<file path="config.mk">
export PLATFORM = sky130hd
export DESIGN_NAME = mprs_regs
export DESIGN_NICKNAME = d
export VERILOG_FILES = /design/src/mprs_pkg.sv /design/src/mprs_regs.sv
export SDC_FILE = /design/constraint.sdc
export NUM_CORES = 1
export LEC_CHECK = 0
export ABC_AREA = 1
export BUFFER_PORTS_ARGS = -buffer_cell sky130_fd_sc_hd__buf_2
export CORE_MARGIN = 2
export CORE_UTILIZATION = 40
export CTS_BUF_LIST = sky130_fd_sc_hd__clkbuf_4 sky130_fd_sc_hd__clkbuf_8
export CTS_CLUSTER_SIZE = 25
export DETAILED_ROUTE_END_ITERATION = 6
export GPL_TIMING_DRIVEN = 0
export PLACE_DENSITY = 0.71
export REMOVE_ABC_BUFFERS = 1
export SYNTH_ARGS = -nofsm -noshare
export SYNTH_HDL_FRONTEND = slang
export SYNTH_SLANG_ARGS = --single-unit
</file>
<file path="constraint.sdc">
create_clock -name mclk -period 1 [get_ports mclk]
set_input_delay 0.05 -clock mclk [delete_from_list [all_inputs] [get_ports mclk]]
set_output_delay 0.05 -clock mclk [all_outputs]
set_load 0.05 [all_outputs]
</file>
<file path="src/mprs_pkg.sv">
// Package: offsets, field positions and reset values of the status bank
package mprs_pkg;

    localparam logic [7:0]  MPRS_OFF_PARAMS = 8'he6;
    localparam logic [7:0]  MPRS_OFF_STATUS = 8'he8;
    localparam logic [31:0] MPRS_RESET_VAL  = 32'h0000_0000;

    localparam int MPRS_RES_MSB   = 31;
    localparam int MPRS_RES_LSB   = 24;
    localparam int MPRS_BEMF_MSB  = 23;
    localparam int MPRS_BEMF_LSB  = 16;
    localparam int MPRS_IND_MSB   = 15;
    localparam int MPRS_IND_LSB   = 8;

    localparam int MPRS_FLAG_RES  = 31;
    localparam int MPRS_FLAG_IND  = 30;
    localparam int MPRS_FLAG_BEMF = 29;
    localparam int MPRS_FLAG_MECH = 28;
    localparam int MPRS_FREQ_MSB  = 27;
    localparam int MPRS_FREQ_LSB  = 24;

endpackage : mprs_pkg

</file>
<file path="src/mprs_regs.sv">
// Read-only bank holding motor parameter measurement results
`timescale 1ns/1ps

module mprs_regs (
    input  wire logic        mclk,
    input  wire logic        srst,
    input  wire logic        reg_rd,
    input  wire logic        reg_wr,
    input  wire logic [7:0]  reg_addr,
    input  wire logic [31:0] reg_wdata,
    output logic      [31:0] reg_rdata,
    input  wire logic        res_done,
    input  wire logic [7:0]  res_value,
    input  wire logic        res_flag,
    input  wire logic        bemf_done,
    input  wire logic [7:0]  bemf_value,
    input  wire logic        bemf_flag,
    input  wire logic        ind_done,
    input  wire logic [7:0]  ind_value,
    input  wire logic        ind_flag,
    input  wire logic        mech_done,
    input  wire logic        mech_flag,
    input  wire logic        freq_done,
    input  wire logic [3:0]  freq_code
);

    // ****************************************************************
    // Result storage
    // ****************************************************************
    logic [7:0] res_q,  res_d;
    logic [7:0] bemf_q, bemf_d;
    logic [7:0] ind_q,  ind_d;
    logic [3:0] freq_q, freq_d;
    logic       res_flag_q,  res_flag_d;
    logic       bemf_flag_q, bemf_flag_d;
    logic       ind_flag_q,  ind_flag_d;
    logic       mech_flag_q, mech_flag_d;
    logic [31:0] rdata_q, rdata_d;
    logic [31:0] params_w;
    logic [31:0] status_w;

    // Write strobe and data are deliberately unused: bank is read-only
    // writes never load
    always_comb begin
        res_d       = res_done  ? res_value  : res_q;
        res_flag_d  = res_done  ? res_flag   : res_flag_q;
        bemf_d      = bemf_done ? bemf_value : bemf_q;
        bemf_flag_d = bemf_done ? bemf_flag  : bemf_flag_q;
        ind_d       = ind_done  ? ind_value  : ind_q;
        ind_flag_d  = ind_done  ? ind_flag   : ind_flag_q;
        mech_flag_d = mech_done ? mech_flag  : mech_flag_q;
        freq_d      = freq_done ? freq_code  : freq_q;
    end

    always_ff @(posedge mclk) begin
        if (srst) begin
            res_q       <= mprs_pkg::MPRS_RESET_VAL[7:0];
            bemf_q      <= mprs_pkg::MPRS_RESET_VAL[7:0];
            ind_q       <= mprs_pkg::MPRS_RESET_VAL[7:0];
            freq_q      <= mprs_pkg::MPRS_RESET_VAL[3:0];
            res_flag_q  <= 1'h0;
            bemf_flag_q <= 1'h0;
            ind_flag_q  <= 1'h0;
            mech_flag_q <= 1'h0;
        end else begin
            res_q       <= res_d;
            bemf_q      <= bemf_d;
            ind_q       <= ind_d;
            freq_q      <= freq_d;
            res_flag_q  <= res_flag_d;
            bemf_flag_q <= bemf_flag_d;
            ind_flag_q  <= ind_flag_d;
            mech_flag_q <= mech_flag_d;
        end
    end

    // ****************************************************************
    // Word assembly and read port
    // ****************************************************************
    always_comb begin
        params_w = 32'h0000_0000;
        status_w = 32'h0000_0000;
        params_w[mprs_pkg::MPRS_RES_MSB:mprs_pkg::MPRS_RES_LSB] = res_q;
        params_w[mprs_pkg::MPRS_BEMF_MSB:mprs_pkg::MPRS_BEMF_LSB] = bemf_q;
        params_w[mprs_pkg::MPRS_IND_MSB:mprs_pkg::MPRS_IND_LSB] = ind_q;
        status_w[mprs_pkg::MPRS_FLAG_RES] = res_flag_q;
        status_w[mprs_pkg::MPRS_FLAG_IND] = ind_flag_q;
        status_w[mprs_pkg::MPRS_FLAG_BEMF] = bemf_flag_q;
        status_w[mprs_pkg::MPRS_FLAG_MECH] = mech_flag_q;
        status_w[mprs_pkg::MPRS_FREQ_MSB:mprs_pkg::MPRS_FREQ_LSB] = freq_q;
    end

    // Undefined offsets read zero so software sees no stray state
    always_comb begin
        rdata_d = rdata_q;
        if (reg_rd) begin
            unique case (reg_addr)
                mprs_pkg::MPRS_OFF_PARAMS: rdata_d = params_w;
                mprs_pkg::MPRS_OFF_STATUS: rdata_d = status_w;
                default:                   rdata_d = 32'h0000_0000;
            endcase
        end
    end

    always_ff @(posedge mclk) begin
        if (srst) begin
            rdata_q <= mprs_pkg::MPRS_RESET_VAL;
        end else begin
            rdata_q <= rdata_d;
        end
    end

    assign reg_rdata = rdata_q;

    // ****************************************************************
    // Checks
    // ****************************************************************
    a_write_ignored: assert property (
        @(posedge mclk) disable iff (srst)
        (reg_wr && !res_done) |=> (res_q == $past(res_q)))
        else $error("Write changed resistance value");

    a_res_atomic: assert property (
        @(posedge mclk) disable iff (srst)
        res_done |=> (res_q == $past(res_value))
                     && (res_flag_q == $past(res_flag)))
        else $error("Resistance value and flag not loaded together");

    a_params_read: assert property (
        @(posedge mclk) disable iff (srst)
        (reg_rd && reg_addr == mprs_pkg::MPRS_OFF_PARAMS && !res_done)
        |=> (reg_rdata[31:24] == res_q))
        else $error("Resistance read mismatch");

    a_bemf_read: assert property (
        @(posedge mclk) disable iff (srst)
        (reg_rd && reg_addr == mprs_pkg::MPRS_OFF_PARAMS && !bemf_done)
        |=> (reg_rdata[23:16] == bemf_q))
        else $error("Back-EMF read mismatch");

    a_params_low: assert property (
        @(posedge mclk) disable iff (srst)
        (reg_rd && reg_addr == mprs_pkg::MPRS_OFF_PARAMS && !ind_done)
        |=> (reg_rdata[15:8] == ind_q) && (reg_rdata[7:0] == 8'h00))
        else $error("Inductance or reserved bits wrong");

    a_status_flags: assert property (
        @(posedge mclk) disable iff (srst)
        (reg_rd && reg_addr == mprs_pkg::MPRS_OFF_STATUS
         && !res_done && !ind_done && !bemf_done && !mech_done)
        |=> (reg_rdata[31:28] ==
             {res_flag_q, ind_flag_q, bemf_flag_q, mech_flag_q}))
        else $error("Status flag order wrong");

    a_status_low: assert property (
        @(posedge mclk) disable iff (srst)
        (reg_rd && reg_addr == mprs_pkg::MPRS_OFF_STATUS && !freq_done)
        |=> (reg_rdata[27:24] == freq_q) && (reg_rdata[23:0] == 24'h0))
        else $error("Frequency code or reserved bits wrong");

    a_reset_clear: assert property (
        @(posedge mclk)
        srst |=> (reg_rdata == 32'h0) && (freq_q == 4'h0)
                 && (res_q == 8'h00) && !mech_flag_q)
        else $error("Reset did not clear bank");

    // ****************************************************************
    // Load checks per measurement
    // ****************************************************************
    // A torn update would pair a new value with a stale flag
    a_bemf_atomic: assert property (
        @(posedge mclk) disable iff (srst)
        bemf_done |=> (bemf_q == $past(bemf_value))
                      && (bemf_flag_q == $past(bemf_flag)))
        else $error("Back-EMF value and flag not loaded together");

    a_ind_atomic: assert property (
        @(posedge mclk) disable iff (srst)
        ind_done |=> (ind_q == $past(ind_value))
                     && (ind_flag_q == $past(ind_flag)))
        else $error("Inductance value and flag not loaded together");

    a_mech_load: assert property (
        @(posedge mclk) disable iff (srst)
        mech_done |=> (mech_flag_q == $past(mech_flag)))
        else $error("Mechanical flag not loaded");

    a_freq_load: assert property (
        @(posedge mclk) disable iff (srst)
        freq_done |=> (freq_q == $past(freq_code)))
        else $error("Frequency code not loaded");

    // ****************************************************************
    // Hold checks
    // ****************************************************************
    // Only a finished measurement may move a field; bus traffic never
    a_res_hold: assert property (
        @(posedge mclk) disable iff (srst)
        !res_done |=> (res_q == $past(res_q))
                      && (res_flag_q == $past(res_flag_q)))
        else $error("Resistance field moved without a load");

    a_bemf_hold: assert property (
        @(posedge mclk) disable iff (srst)
        !bemf_done |=> (bemf_q == $past(bemf_q))
                       && (bemf_flag_q == $past(bemf_flag_q)))
        else $error("Back-EMF field moved without a load");

    a_ind_hold: assert property (
        @(posedge mclk) disable iff (srst)
        !ind_done |=> (ind_q == $past(ind_q))
                      && (ind_flag_q == $past(ind_flag_q)))
        else $error("Inductance field moved without a load");

    a_mech_hold: assert property (
        @(posedge mclk) disable iff (srst)
        !mech_done |=> (mech_flag_q == $past(mech_flag_q)))
        else $error("Mechanical flag moved without a load");

    a_freq_hold: assert property (
        @(posedge mclk) disable iff (srst)
        !freq_done |=> (freq_q == $past(freq_q)))
        else $error("Frequency code moved without a load");

    // Read data stands until the next read, whatever the write strobe does
    a_rdata_stands: assert property (
        @(posedge mclk) disable iff (srst)
        !reg_rd |=> (reg_rdata == $past(reg_rdata)))
        else $error("Read data changed without a read");

    // ****************************************************************
    // Read word checks
    // ****************************************************************
    a_ind_flag_read: assert property (
        @(posedge mclk) disable iff (srst)
        (reg_rd && reg_addr == mprs_pkg::MPRS_OFF_STATUS && !ind_done)
        |=> (reg_rdata[30] == ind_flag_q))
        else $error("Inductance flag read mismatch");

    a_bemf_flag_read: assert property (
        @(posedge mclk) disable iff (srst)
        (reg_rd && reg_addr == mprs_pkg::MPRS_OFF_STATUS && !bemf_done)
        |=> (reg_rdata[29] == bemf_flag_q))
        else $error("Back-EMF flag read mismatch");

    a_mech_flag_read: assert property (
        @(posedge mclk) disable iff (srst)
        (reg_rd && reg_addr == mprs_pkg::MPRS_OFF_STATUS && !mech_done)
        |=> (reg_rdata[28] == mech_flag_q))
        else $error("Mechanical flag read mismatch");

    a_params_word: assert property (
        @(posedge mclk) disable iff (srst)
        (reg_rd && reg_addr == mprs_pkg::MPRS_OFF_PARAMS
         && !res_done && !bemf_done && !ind_done)
        |=> (reg_rdata == {res_q, bemf_q, ind_q, 8'h00}))
        else $error("Parameter word read mismatch");

    a_status_word: assert property (
        @(posedge mclk) disable iff (srst)
        (reg_rd && reg_addr == mprs_pkg::MPRS_OFF_STATUS
         && !res_done && !ind_done && !bemf_done && !mech_done
         && !freq_done)
        |=> (reg_rdata == {res_flag_q, ind_flag_q, bemf_flag_q,
                           mech_flag_q, freq_q, 24'h00_0000}))
        else $error("Status word read mismatch");

    // Reserved offsets read zero so no stray state leaks out
    a_unmapped_zero: assert property (
        @(posedge mclk) disable iff (srst)
        (reg_rd && reg_addr != mprs_pkg::MPRS_OFF_PARAMS
         && reg_addr != mprs_pkg::MPRS_OFF_STATUS)
        |=> (reg_rdata == 32'h0000_0000))
        else $error("Undefined offset read nonzero");

    // ****************************************************************
    // Reset checks
    // ****************************************************************
    a_params_reset: assert property (
        @(posedge mclk)
        srst |=> (res_q == 8'h00) && (bemf_q == 8'h00) && (ind_q == 8'h00))
        else $error("Reset did not clear parameter fields");

    a_flags_reset: assert property (
        @(posedge mclk)
        srst |=> !res_flag_q && !ind_flag_q && !bemf_flag_q
                 && !mech_flag_q && (freq_q == 4'h0))
        else $error("Reset did not clear status fields");

endmodule : mprs_regs

</file>
## Word level (Yosys, flattened, before mapping)

Index checks and enable logic that the tools add are counted.

| storage, ports and cells | value |
|---|---|
| flip-flop bits (word level) | 64 |
| word-level logic and storage cells | 12 |
| output and inout port bits | 32 |
| input port bits | 81 |

| cells by class | value |
|---|---|
| eq/ne operators | 2 |
| mux-type cells | 1 |

Operator list:

| operator | count |
|---|---|
| $pmux W32 S2 | 1 |
| $eq A8 B8 Y1 const B | 2 |

## Depth between registers and ports, before layout

Gate-level depths: netlist of the first run.

| depth | value |
|---|---|
| depth after elaboration | 2 |
| depth in mapped cells | 8 |
| gate-level depth less buffers | 7 |

## Worst setup path after synthesis of the first run

OpenSTA, ideal clock, no wires.

| timing | value |
|---|---|
| kind | reg-to-reg |
| start | reg, netlist name reg_rdata[14] |
| end | reg rdata_q[14], in the netlist reg_rdata[14] |
| path slack | 62 ps |
| library setup time | 67 ps |
| period minus slack after synthesis | 938 ps |
| required time | 933 ps |
| data arrival time | 872 ps |
| buffers on the path | 0 |
| cell stages (with the launch flop) | 3 |
| cell sequence | dfxtp_1 o21ai_0 a21oi_2 |

RTL lines:

| what | RTL line | RTL |
|---|---|---|
| end signal: assignment | mprs_regs.sv:107 | `rdata_q <= mprs_pkg::MPRS_RESET_VAL;` |
| end signal: assignment | mprs_regs.sv:109 | `rdata_q <= rdata_d;` |
| end: declaration | mprs_regs.sv:38 | `logic [31:0] rdata_q, rdata_d;` |

## Worst setup path in the final report of the first run

| timing | value |
|---|---|
| start | reg rdata_q[24], in the netlist reg_rdata[24] |
| end | out reg_rdata[24] |

RTL lines:

| what | RTL line | RTL |
|---|---|---|
| end: declaration | mprs_regs.sv:11 | `output logic [31:0] reg_rdata,` |

No word-level cell between the ends.

==> metrics.yaml, run 1 <==
synthCells: 302
use_met2: 0.296
status: "finished, final reports clean"
diodes: 0
gr-usage-met1: 0.227
post-route-period-util: 0.963
netlist_top_cells_count: "nor2_1 (79), dfxtp_1 (56), o21ai_0 (46), nand3_1 (24), nand2_1 (19)"
pin_count: 113
slew_violations: 0
die_x_um: 80.0
critPathMaxStageDelay_ps: 350
final_layout_size_suffix_gt1_frac: 0.272
start_util: 0.417
dpl.hpwl_um: 3290
busiest_layer: "met2"
yosys.area.top_type: "dfxtp_1"
nets: 481
peakVddDrop_mv: 0.582
cts_sinks: 56
cts_tree: "yes"
clk_pin_slew_ps: 90
synth-seq-cells: 56
synth-edff-count: 0
clock_skew_ps: 7.47
cts.htree.levels: 2
num_rows: 27
utilization: 0.562
layout_setup_ws_ps: 36.8
synth_async_sr_flop_share: 0
whs_ps: 46.0
drc: 0
timing.fmax_mhz: 1040
netlist_top_cells_area: "dfxtp_1 (49%), nor2_1 (13%), o21ai_0 (10%), nand3_1 (5.2%), a21oi_2 (3.8%)"
clkLatencyLatePin_ps: 300
max-cap-violations: 0
yosysTopAreaCellShare: 0.485
crit_slowest_cell: "dfxtp_1"
core_area_sq_mm: 0.00554
clk_path_buf_depth: 2
seq_area_frac_synth: 0.485
crit_fanout: 2
fin_area_sq_mm: 0.00312
synth_flop_cell: "dfxtp_1"
arrival_ps: 910
post-synth-top-count-cell: "nor2_1"
wl_per_cell_um: 12.0
total_leakage_power_uw: 0.00144
critical_path_buf_inv_count: 1
grt_pass1_vias: 1963
portBuffers: 71
grt_start_max_net_pins: 49
dp_slack_ps: -623
firstDrtPassIters: 4
setup_viol: 0
end_kind: "output pin"
rsz0062_at_grt: "false"
synth_cell_types: 22
dieArea_sq_mm: 0.00640
power.density_mw_per_mm2: 1450
cp-start-kind: "register"
globalRouteOverflowTotal: 0
antenna_found_initial: 0
route.antenna.remaining_nets: 0
place.gp.congestion: 0.714
track_usage: 0.177
yosys_warnings: 0
viasPerCell: 4.71
fin_crit_ps: 963
grt_first_pass_wirelength_um: 8980
crit_family: "flip-flops"
syn_area_sq_mm: 0.00231
die_h_um: 80.0
use_met3: 0.0486
cts_made_buffers: 5
worstMarginPinSlew_ps: 557
crit_chain: "buf_2"
syn_avg_cell_area_sq_um: 7.65
postRouteWirelength_um: 5660
relSlewSlack: 0.629
hold_viol_final: 0
crit_type: "register to output pin"
area_growth_pct: 34.8
required_ps: 950
clock-root-buffer: "clkbuf_8"
hp-class: "primary input to register"
vias: 2226
initialDrtViolationCount: 105
postPlaceCellArea_sq_mm: 0.00262
==> through the flow <==
stage | TNS, ps | total power (uW) | cells
6_report | 0 | 4510 | 473
5_1_grt | 0 | 4740 | 473
4_1_cts | -545 | 4520 | 468
3_5_place_dp | -26590 | 3160 | 427
3_3_place_gp | -26040 | 3150 | 427
2_1_floorplan | 0 | 2920 | 284
==> layer usage <==
layer  wire length [um]  vias up
li1                   -     1148
met1               2650     1004
met2               2650       68
met3                311        6
met4                 43        0
met5                  0        -
==> power breakdown <==
group | total, uW | switching [uW] | leakage [uW] | internal, uW
combinational | 809 | 514 | 0.000922 | 295
clock | 1270 | 716 | 0.0000510 | 555
sequential | 2430 | 66.5 | 0.000464 | 2370
==> final cells by class <==
cell class              instances  area (sq um)
fillers                       542          2420
clock inverters                 2          10.0
multi-input cells             209           981
repair inverters                1          7.51
inverters                      19          75.1
flip-flops and latches         56          1120
well taps                      72          90.1
repair buffers                108           748
clock buffers                   6          82.6
==> cells in the final DEF, fill, tap and decap left out <==
cell,count
nor2_1,79
buf_2,58
dfxtp_1,56
o21ai_0,46
dlygate4sd3_1,33
nand3_1,24
nand2_1,19
inv_1,15
clkbuf_4,13
nand2_2,11
a21oi_2,10
conb_1,8
a21oi_1,7
clkbuf_8,6
buf_4,4
clkinv_1,3
clkinvlp_4,2
o21ai_1,2
nor2_4,2
clkinv_2,2
and2_4,1
==> final timing paths <==
check	start	end	slack (ps)	cells past startpoint
setup / recovery	reg_rdata[24]	reg_rdata[24]	40	1
setup reg to reg	ind_flag_q	reg_rdata[30]	290	4
hold / removal	freq_done	freq_q[0]	50	3
hold reg to reg	ind_q[0]	reg_rdata[8]	450	2
==> cells by family after synthesis <==
group | share of synthesized area
AO/OA/AOI/OAI | 0.157
flip-flops | 0.485
other | 0.00162
AND/OR/NAND/NOR | 0.254
buffers and inverters | 0.102
==> flip-flops by register name (all words and copies together), names as in the netlist <==
name and count:
bemf_flag_q 1, bemf_q 8, freq_q 4, ind_flag_q 1, ind_q 8, mech_flag_q 1, reg_rdata 24, res_flag_q 1
res_q 8
==> repair_timing <==
| item | CTS | global route |
|---|---|---|
| resized for setup | 1 | 14 |
| setup buffers | 0 | 4 |
| pin swaps | 0 | 1 |
| setup endpoints to repair | 48 | 60 |
| hold buffers | 33 | 0 |
| cloned | 0 | 1 |
| hold endpoints to repair | 32 | 0 |
Note: power is estimated with default switching activity, not from simulation.
==> run 2: changes to the inputs <==
==> constraint.sdc (replaced) <==
create_clock -name mclk -period 1 [get_ports mclk]
set_input_delay 0.3 -clock mclk [delete_from_list [all_inputs] [get_ports mclk]]
set_output_delay 0.3 -clock mclk [all_outputs]
set_load 0.05 [all_outputs]
==> run 2 against run 1 <==
Net effect:
- the run now ends with negative setup slack left
- fmax fell by 14%
- cell count is 5.9% lower
- clock power about the same
- core utilization is 0.45 points lower
- first-iteration DRC count decreased by 6.7%
- clock skew fell by 3.0 ps
- hold slack better by 130 ps
- routed wire length grew 1.9%
- sequential power barely moved
- critical path type unchanged
- largest power group unchanged
==> metrics.yaml, run 2 (synthesis gave the netlist of run 1 again) <==
worstMarginPinSlew_ps: 525  # was 557 ps
clk_path_buf_depth: 2  # unchanged
antenna_found_initial: 0  # unchanged
layout_setup_ws_ps: -123  # was 36.8 ps
clkLatencyLatePin_ps: 300  # about the same
dieArea_sq_mm: 0.00640  # unchanged
max-cap-violations: 0  # unchanged
num_rows: 27  # unchanged
crit_chain: "buf_8"  # was buf_2
r2r_cells: 2  # was 4
arrival_ps: 820  # was 910 ps
track_usage: 0.181  # was 0.177
crit_end: "reg_rdata[29]"  # was reg_rdata[24]
power.density_mw_per_mm2: 1470  # was 1450 mW/mm^2
post-route-period-util: 1.12  # was 0.963
initialDrtViolationCount: 98  # was 105
viasPerCell: 4.80  # was 4.71
total_leakage_power_uw: 0.00138  # was 0.00144 uW
place.gp.congestion: 0.714  # unchanged
grt_start_max_net_pins: 49  # unchanged
clock_skew_ps: 4.48  # was 7.47 ps
grt_pass1_vias: 1890  # was 1963
crit_family: "flip-flops"  # unchanged
critPathMaxStageDelay_ps: 370  # was 350 ps
cp.depth: 1  # unchanged
clock-root-buffer: "clkbuf_8"  # unchanged
crit_slowest_cell: "dfxtp_2"  # was dfxtp_1
largest_register_ffs: 24  # unchanged
area_growth_pct: 33.7  # was 34.8%
die_h_um: 80.0  # unchanged
vias: 2137  # was 2226
dpl.hpwl_um: 3290  # unchanged
cp-start-kind: "register"  # unchanged
cts_made_buffers: 5  # unchanged
r2r_slack_ps: 250  # was 290 ps
globalRouteOverflowTotal: 0  # unchanged
relSlewSlack: 0.650  # was 0.629
required_ps: 700  # was 950 ps
timing.fmax_mhz: 891  # was 1040 MHz
r2r-end: "reg_rdata[9]"  # was reg_rdata[30]
peakVddDrop_mv: 0.762  # was 0.582 mV
start_util: 0.417  # unchanged
critical_path_buf_inv_count: 1  # unchanged
hold_buffers: 0  # was 33
die_x_um: 80.0  # unchanged
final_layout_size_suffix_gt1_frac: 0.378  # was 0.272
drc: 0  # unchanged
crit_fanout: 2  # unchanged
power_uw: 4540  # was 4510 uW
layout_common_cells: "nor2_1 (78), o21ai_0 (46), buf_2 (45), dfxtp_1 (32)"  # was nor2_1 (79), buf_2 (58), dfxtp_1 (56), o21ai_0 (46), dlygate4sd3_1 (33)
rr_startpoint: "reg_rdata[9]"  # was ind_flag_q
cts.htree.levels: 2  # unchanged
firstDrtPassIters: 4  # unchanged
startpoint: "reg_rdata[29]"  # was reg_rdata[24]
hp-class: "primary input to register"  # unchanged
portBuffers: 71  # unchanged
utilization: 0.558  # was 0.562
fin_crit_ps: 1120  # was 963 ps
hold_viol_final: 0  # unchanged
diodes: 0  # unchanged
postRouteWirelength_um: 5760  # was 5660 um
slew_violations: 0  # unchanged
cts_sinks: 56  # unchanged
cts_tree: "yes"  # unchanged
end_kind: "output pin"  # unchanged
rsz0062_at_grt: "true"  # was false
status: "finished with violations"  # was finished, final reports clean
core_area_sq_mm: 0.00554  # unchanged
crit_type: "register to output pin"  # unchanged
clk_pin_slew_ps: 100  # was 90 ps
route.antenna.remaining_nets: 0  # unchanged
violations: "negative setup slack"
setup_viol: 24  # was 0
fill_cells: 537  # was 542
wl_per_cell_um: 13.0  # was 12.0 um
layout.cells.most_common: "nor2_1"  # unchanged
nets: 453  # was 481
grt_first_pass_wirelength_um: 9020  # was 8980 um
pin_count: 113  # unchanged
run 2: cell types whose count changed in the layout (fill, tap and decap cells not counted), sizes merged:
cell / previous run / this run
buf: 62 / 77
dlygate4sd3: 33 / 0
clkbuf: 19 / 7
clkinvlp: 2 / 4
run 2: repair_timing:
action,in CTS,in global routing
pin swaps,1,2
setup buffers,6,0
setup endpoints to repair,80,30
gates cloned,3,1
resized for setup,86,15
run 2: area by class of cell:
class | instances | area (sq um) | area share
Inverter | 19 | 75.1 | 0.0243
Clock buffer | 6 | 82.6 | 0.0267
Clock inverter | 2 | 10.0 | 0.00324
Tap cell | 72 | 90.1 | 0.0291
Sequential cell | 56 | 1150 | 0.372
Timing Repair Buffer | 78 | 664 | 0.215
Multi-Input combinational cell | 209 | 995 | 0.322
Timing Repair inverter | 3 | 22.5 | 0.00729
run 2: routing by layer:
layer | vias up | track usage | wire length [um]
li1 | 1086 | - | -
met1 | 981 | 0.242 | 2750
met2 | 66 | 0.290 | 2670
met3 | 4 | 0.0498 | 323
met4 | 0 | 0.0458 | 27
met5 | - | 0 | 0
run 2: worst min path at each step:
stage / from / end / slack, ps / cells after the start
2_1_floorplan: reg_rd / reg_rdata[14] / 380 / 1
3_3_place_gp: ind_q[4] / reg_rdata[12] / 440 / 2
3_5_place_dp: ind_q[1] / reg_rdata[9] / 450 / 2
4_1_cts: mech_done / mech_flag_q / 160 / 2
5_1_grt: mech_done / mech_flag_q / 170 / 2
6_report: mech_done / mech_flag_q / 170 / 2
run 2: stage by stage:
stage	hold slack (ps)	setup TNS, ps	setup slack, ps	cell area [sq um]	cells
final	171	-2450	-123	3090	445
after global routing	168	-3370	-156	3090	445
after CTS	159	-2730	-121	3010	444
after detailed placement	447	-40590	-873	2620	427
after global placement	442	-40040	-840	2620	427
after floorplan	384	-6870	-195	2170	284
run 2: report_power, final:
group	internal [uW]	total (uW)	switching [uW]
Clock	555	1280	728
Combinational	287	797	510
Sequential	2380	2460	85.3
==> run 3: changes to the inputs <==
Settings changed: SKIP_CTS_REPAIR_TIMING set to 1.
==> run 3 against run 2 <==
Net effect:
- the flow still finishes with violations (negative setup slack)
- global-route usage is 2.2 points lower
- die area unchanged
- non-clock buffer count grew 6
- via count increased by 1.0%
- flip-flop and latch count did not move
- sequential share of layout area decreased by 0.40 points
- total power is 0.22% higher
- core utilization up 0.61 points
- critical path depth did not move
- fmax hardly changed
- critical path type unchanged
- critical endpoint unchanged
- largest power group unchanged
- highest routed layer unchanged
==> metrics.yaml, run 3 (synthesis gave the netlist of run 1 again) <==
dieArea_sq_mm: 0.00640  # unchanged
dpl.cell_count: 427  # unchanged
layout_setup_ws_ps: -122  # was -123 ps
largest_register_ffs: 24  # unchanged
fin_setup_tns_ps: -2410  # was -2450 ps
fin_cells: 452  # was 445
critical_path_buf_inv_count: 1  # unchanged
required_ps: 700  # about the same
layout.cells.most_common: "nor2_1"  # unchanged
clk_path_buf_depth: 2  # unchanged
grt_pass1_vias: 1742  # was 1890
r2r_slack_ps: 280  # was 250 ps
crit_slowest_cell: "dfxtp_2"  # unchanged
clk_pin_slew_ps: 90  # was 100 ps
vias: 2159  # was 2137
num_rows: 27  # unchanged
slew_violations: 0  # unchanged
diodes: 0  # unchanged
peakVddDrop_mv: 0.587  # was 0.762 mV
initialDrtViolationCount: 92  # was 98
nets: 460  # was 453
antenna_found_initial: 0  # unchanged
hold_viol_final: 0  # unchanged
end_kind: "output pin"  # unchanged
cp-start-kind: "register"  # unchanged
final_layout_size_suffix_gt1_frac: 0.408  # was 0.378
clock-root-buffer: "clkbuf_8"  # unchanged
die_x_um: 80.0  # unchanged
hp-class: "primary input to register"  # unchanged
relSlewSlack: 0.646  # was 0.650
startpoint: "reg_rdata[29]"  # unchanged
crit_family: "flip-flops"  # unchanged
grt_start_max_net_pins: 49  # unchanged
post-route-period-util: 1.12  # about the same
drc: 0  # unchanged
crit_fanout: 2  # unchanged
dpl.hpwl_um: 3290  # unchanged
globalRouteOverflowTotal: 0  # unchanged
firstDrtPassIters: 4  # unchanged
wl_per_cell_um: 12.7  # was 13.0 um
track_usage: 0.159  # was 0.181
clkLatencyLatePin_ps: 300  # about the same
status: "finished with violations"  # unchanged
timing.fmax_mhz: 891  # about the same
cts.htree.levels: 2  # unchanged
total_leakage_power_uw: 0.00141  # was 0.00138 uW
route.antenna.remaining_nets: 0  # unchanged
layout_common_cells: "nor2_1 (78), o21ai_0 (46), buf_2 (45), dfxtp_1 (32)"  # unchanged
setup_viol: 24  # unchanged
power.density_mw_per_mm2: 1460  # was 1470 mW/mm^2
worstMarginPinSlew_ps: 531  # was 525 ps
fin_crit_ps: 1120  # about the same
cts_tree: "yes"  # unchanged
portBuffers: 71  # unchanged
r2r-end: "reg_rdata[23]"  # was reg_rdata[9]
clock_skew_ps: 5.51  # was 4.48 ps
rr_startpoint: "reg_rdata[23]"  # was reg_rdata[9]
pin_count: 113  # unchanged
critPathMaxStageDelay_ps: 370  # about the same
crit_chain: "buf_8"  # unchanged
crit_type: "register to output pin"  # unchanged
utilization: 0.564  # was 0.558
viasPerCell: 4.78  # was 4.80
rsz0062_at_grt: "true"  # unchanged
area_growth_pct: 35.2  # was 33.7%
postRouteWirelength_um: 5760  # about the same
grt_first_pass_wirelength_um: 8080  # was 9020 um
cts_made_buffers: 5  # unchanged
cp.depth: 1  # unchanged
violations: "negative setup slack"  # unchanged
cts_sinks: 56  # unchanged
r2r_cells: 2  # unchanged
core_area_sq_mm: 0.00554  # unchanged
arrival_ps: 820  # about the same
whs_ps: 167  # was 171 ps
die_h_um: 80.0  # unchanged
place.gp.congestion: 0.714  # unchanged
dp_slack_ps: -873  # unchanged
crit_end: "reg_rdata[29]"  # unchanged
start_util: 0.417  # unchanged
max-cap-violations: 0  # unchanged
run 3: cell count changes in the layout (fill, tap and decap cells not counted), sizes merged:
cell    change
buf         +7
clkbuf      -1
and2        +1
run 3: report_power, final:
group / switching, uW / internal (uW)
clock: 713 / 555
sequential: 85.3 / 2380
combinational: 519 / 305
run 3: metal layers:
metal / up-vias / track usage / share of wire / wire, um
li1: 1101 / - / - / -
met1: 983 / 0.214 / 0.46 / 2670
met2: 69 / 0.253 / 0.46 / 2640
met3: 6 / 0.0464 / 0.070 / 404
met4: 0 / 0.0356 / 0.0075 / 43
met5: - / 0 / 0 / 0
run 3: how the worst min path moves through the flow:
stage                          from             to  slack (ps)  cells past startpoint
after floorplan              reg_rd  reg_rdata[14]         380                      1
after global placement     ind_q[4]  reg_rdata[12]         440                      2
after detailed placement   ind_q[1]   reg_rdata[9]         450                      2
after CTS                 mech_done    mech_flag_q         160                      2
after global routing      mech_done    mech_flag_q         160                      2
final                     mech_done    mech_flag_q         170                      2
run 3: metrics by stage:
stage	power [uW]	cell area, sq um
finish	4550	3120
global route	4780	3120
CTS	4420	2710
detailed placement	3160	2620
global placement	3150	2620
floorplan	2920	2170
run 3: area by class of cell:
class / instances / area [sq um]
Clock buffer: 6 / 82.6
Clock inverter: 2 / 10.0
Fill cell: 531 / 2420
Inverter: 19 / 75.1
Multi-Input combinational cell: 210 / 1020
Sequential cell: 56 / 1150
Tap cell: 72 / 90.1
Timing Repair Buffer: 84 / 676
Timing Repair inverter: 3 / 22.5
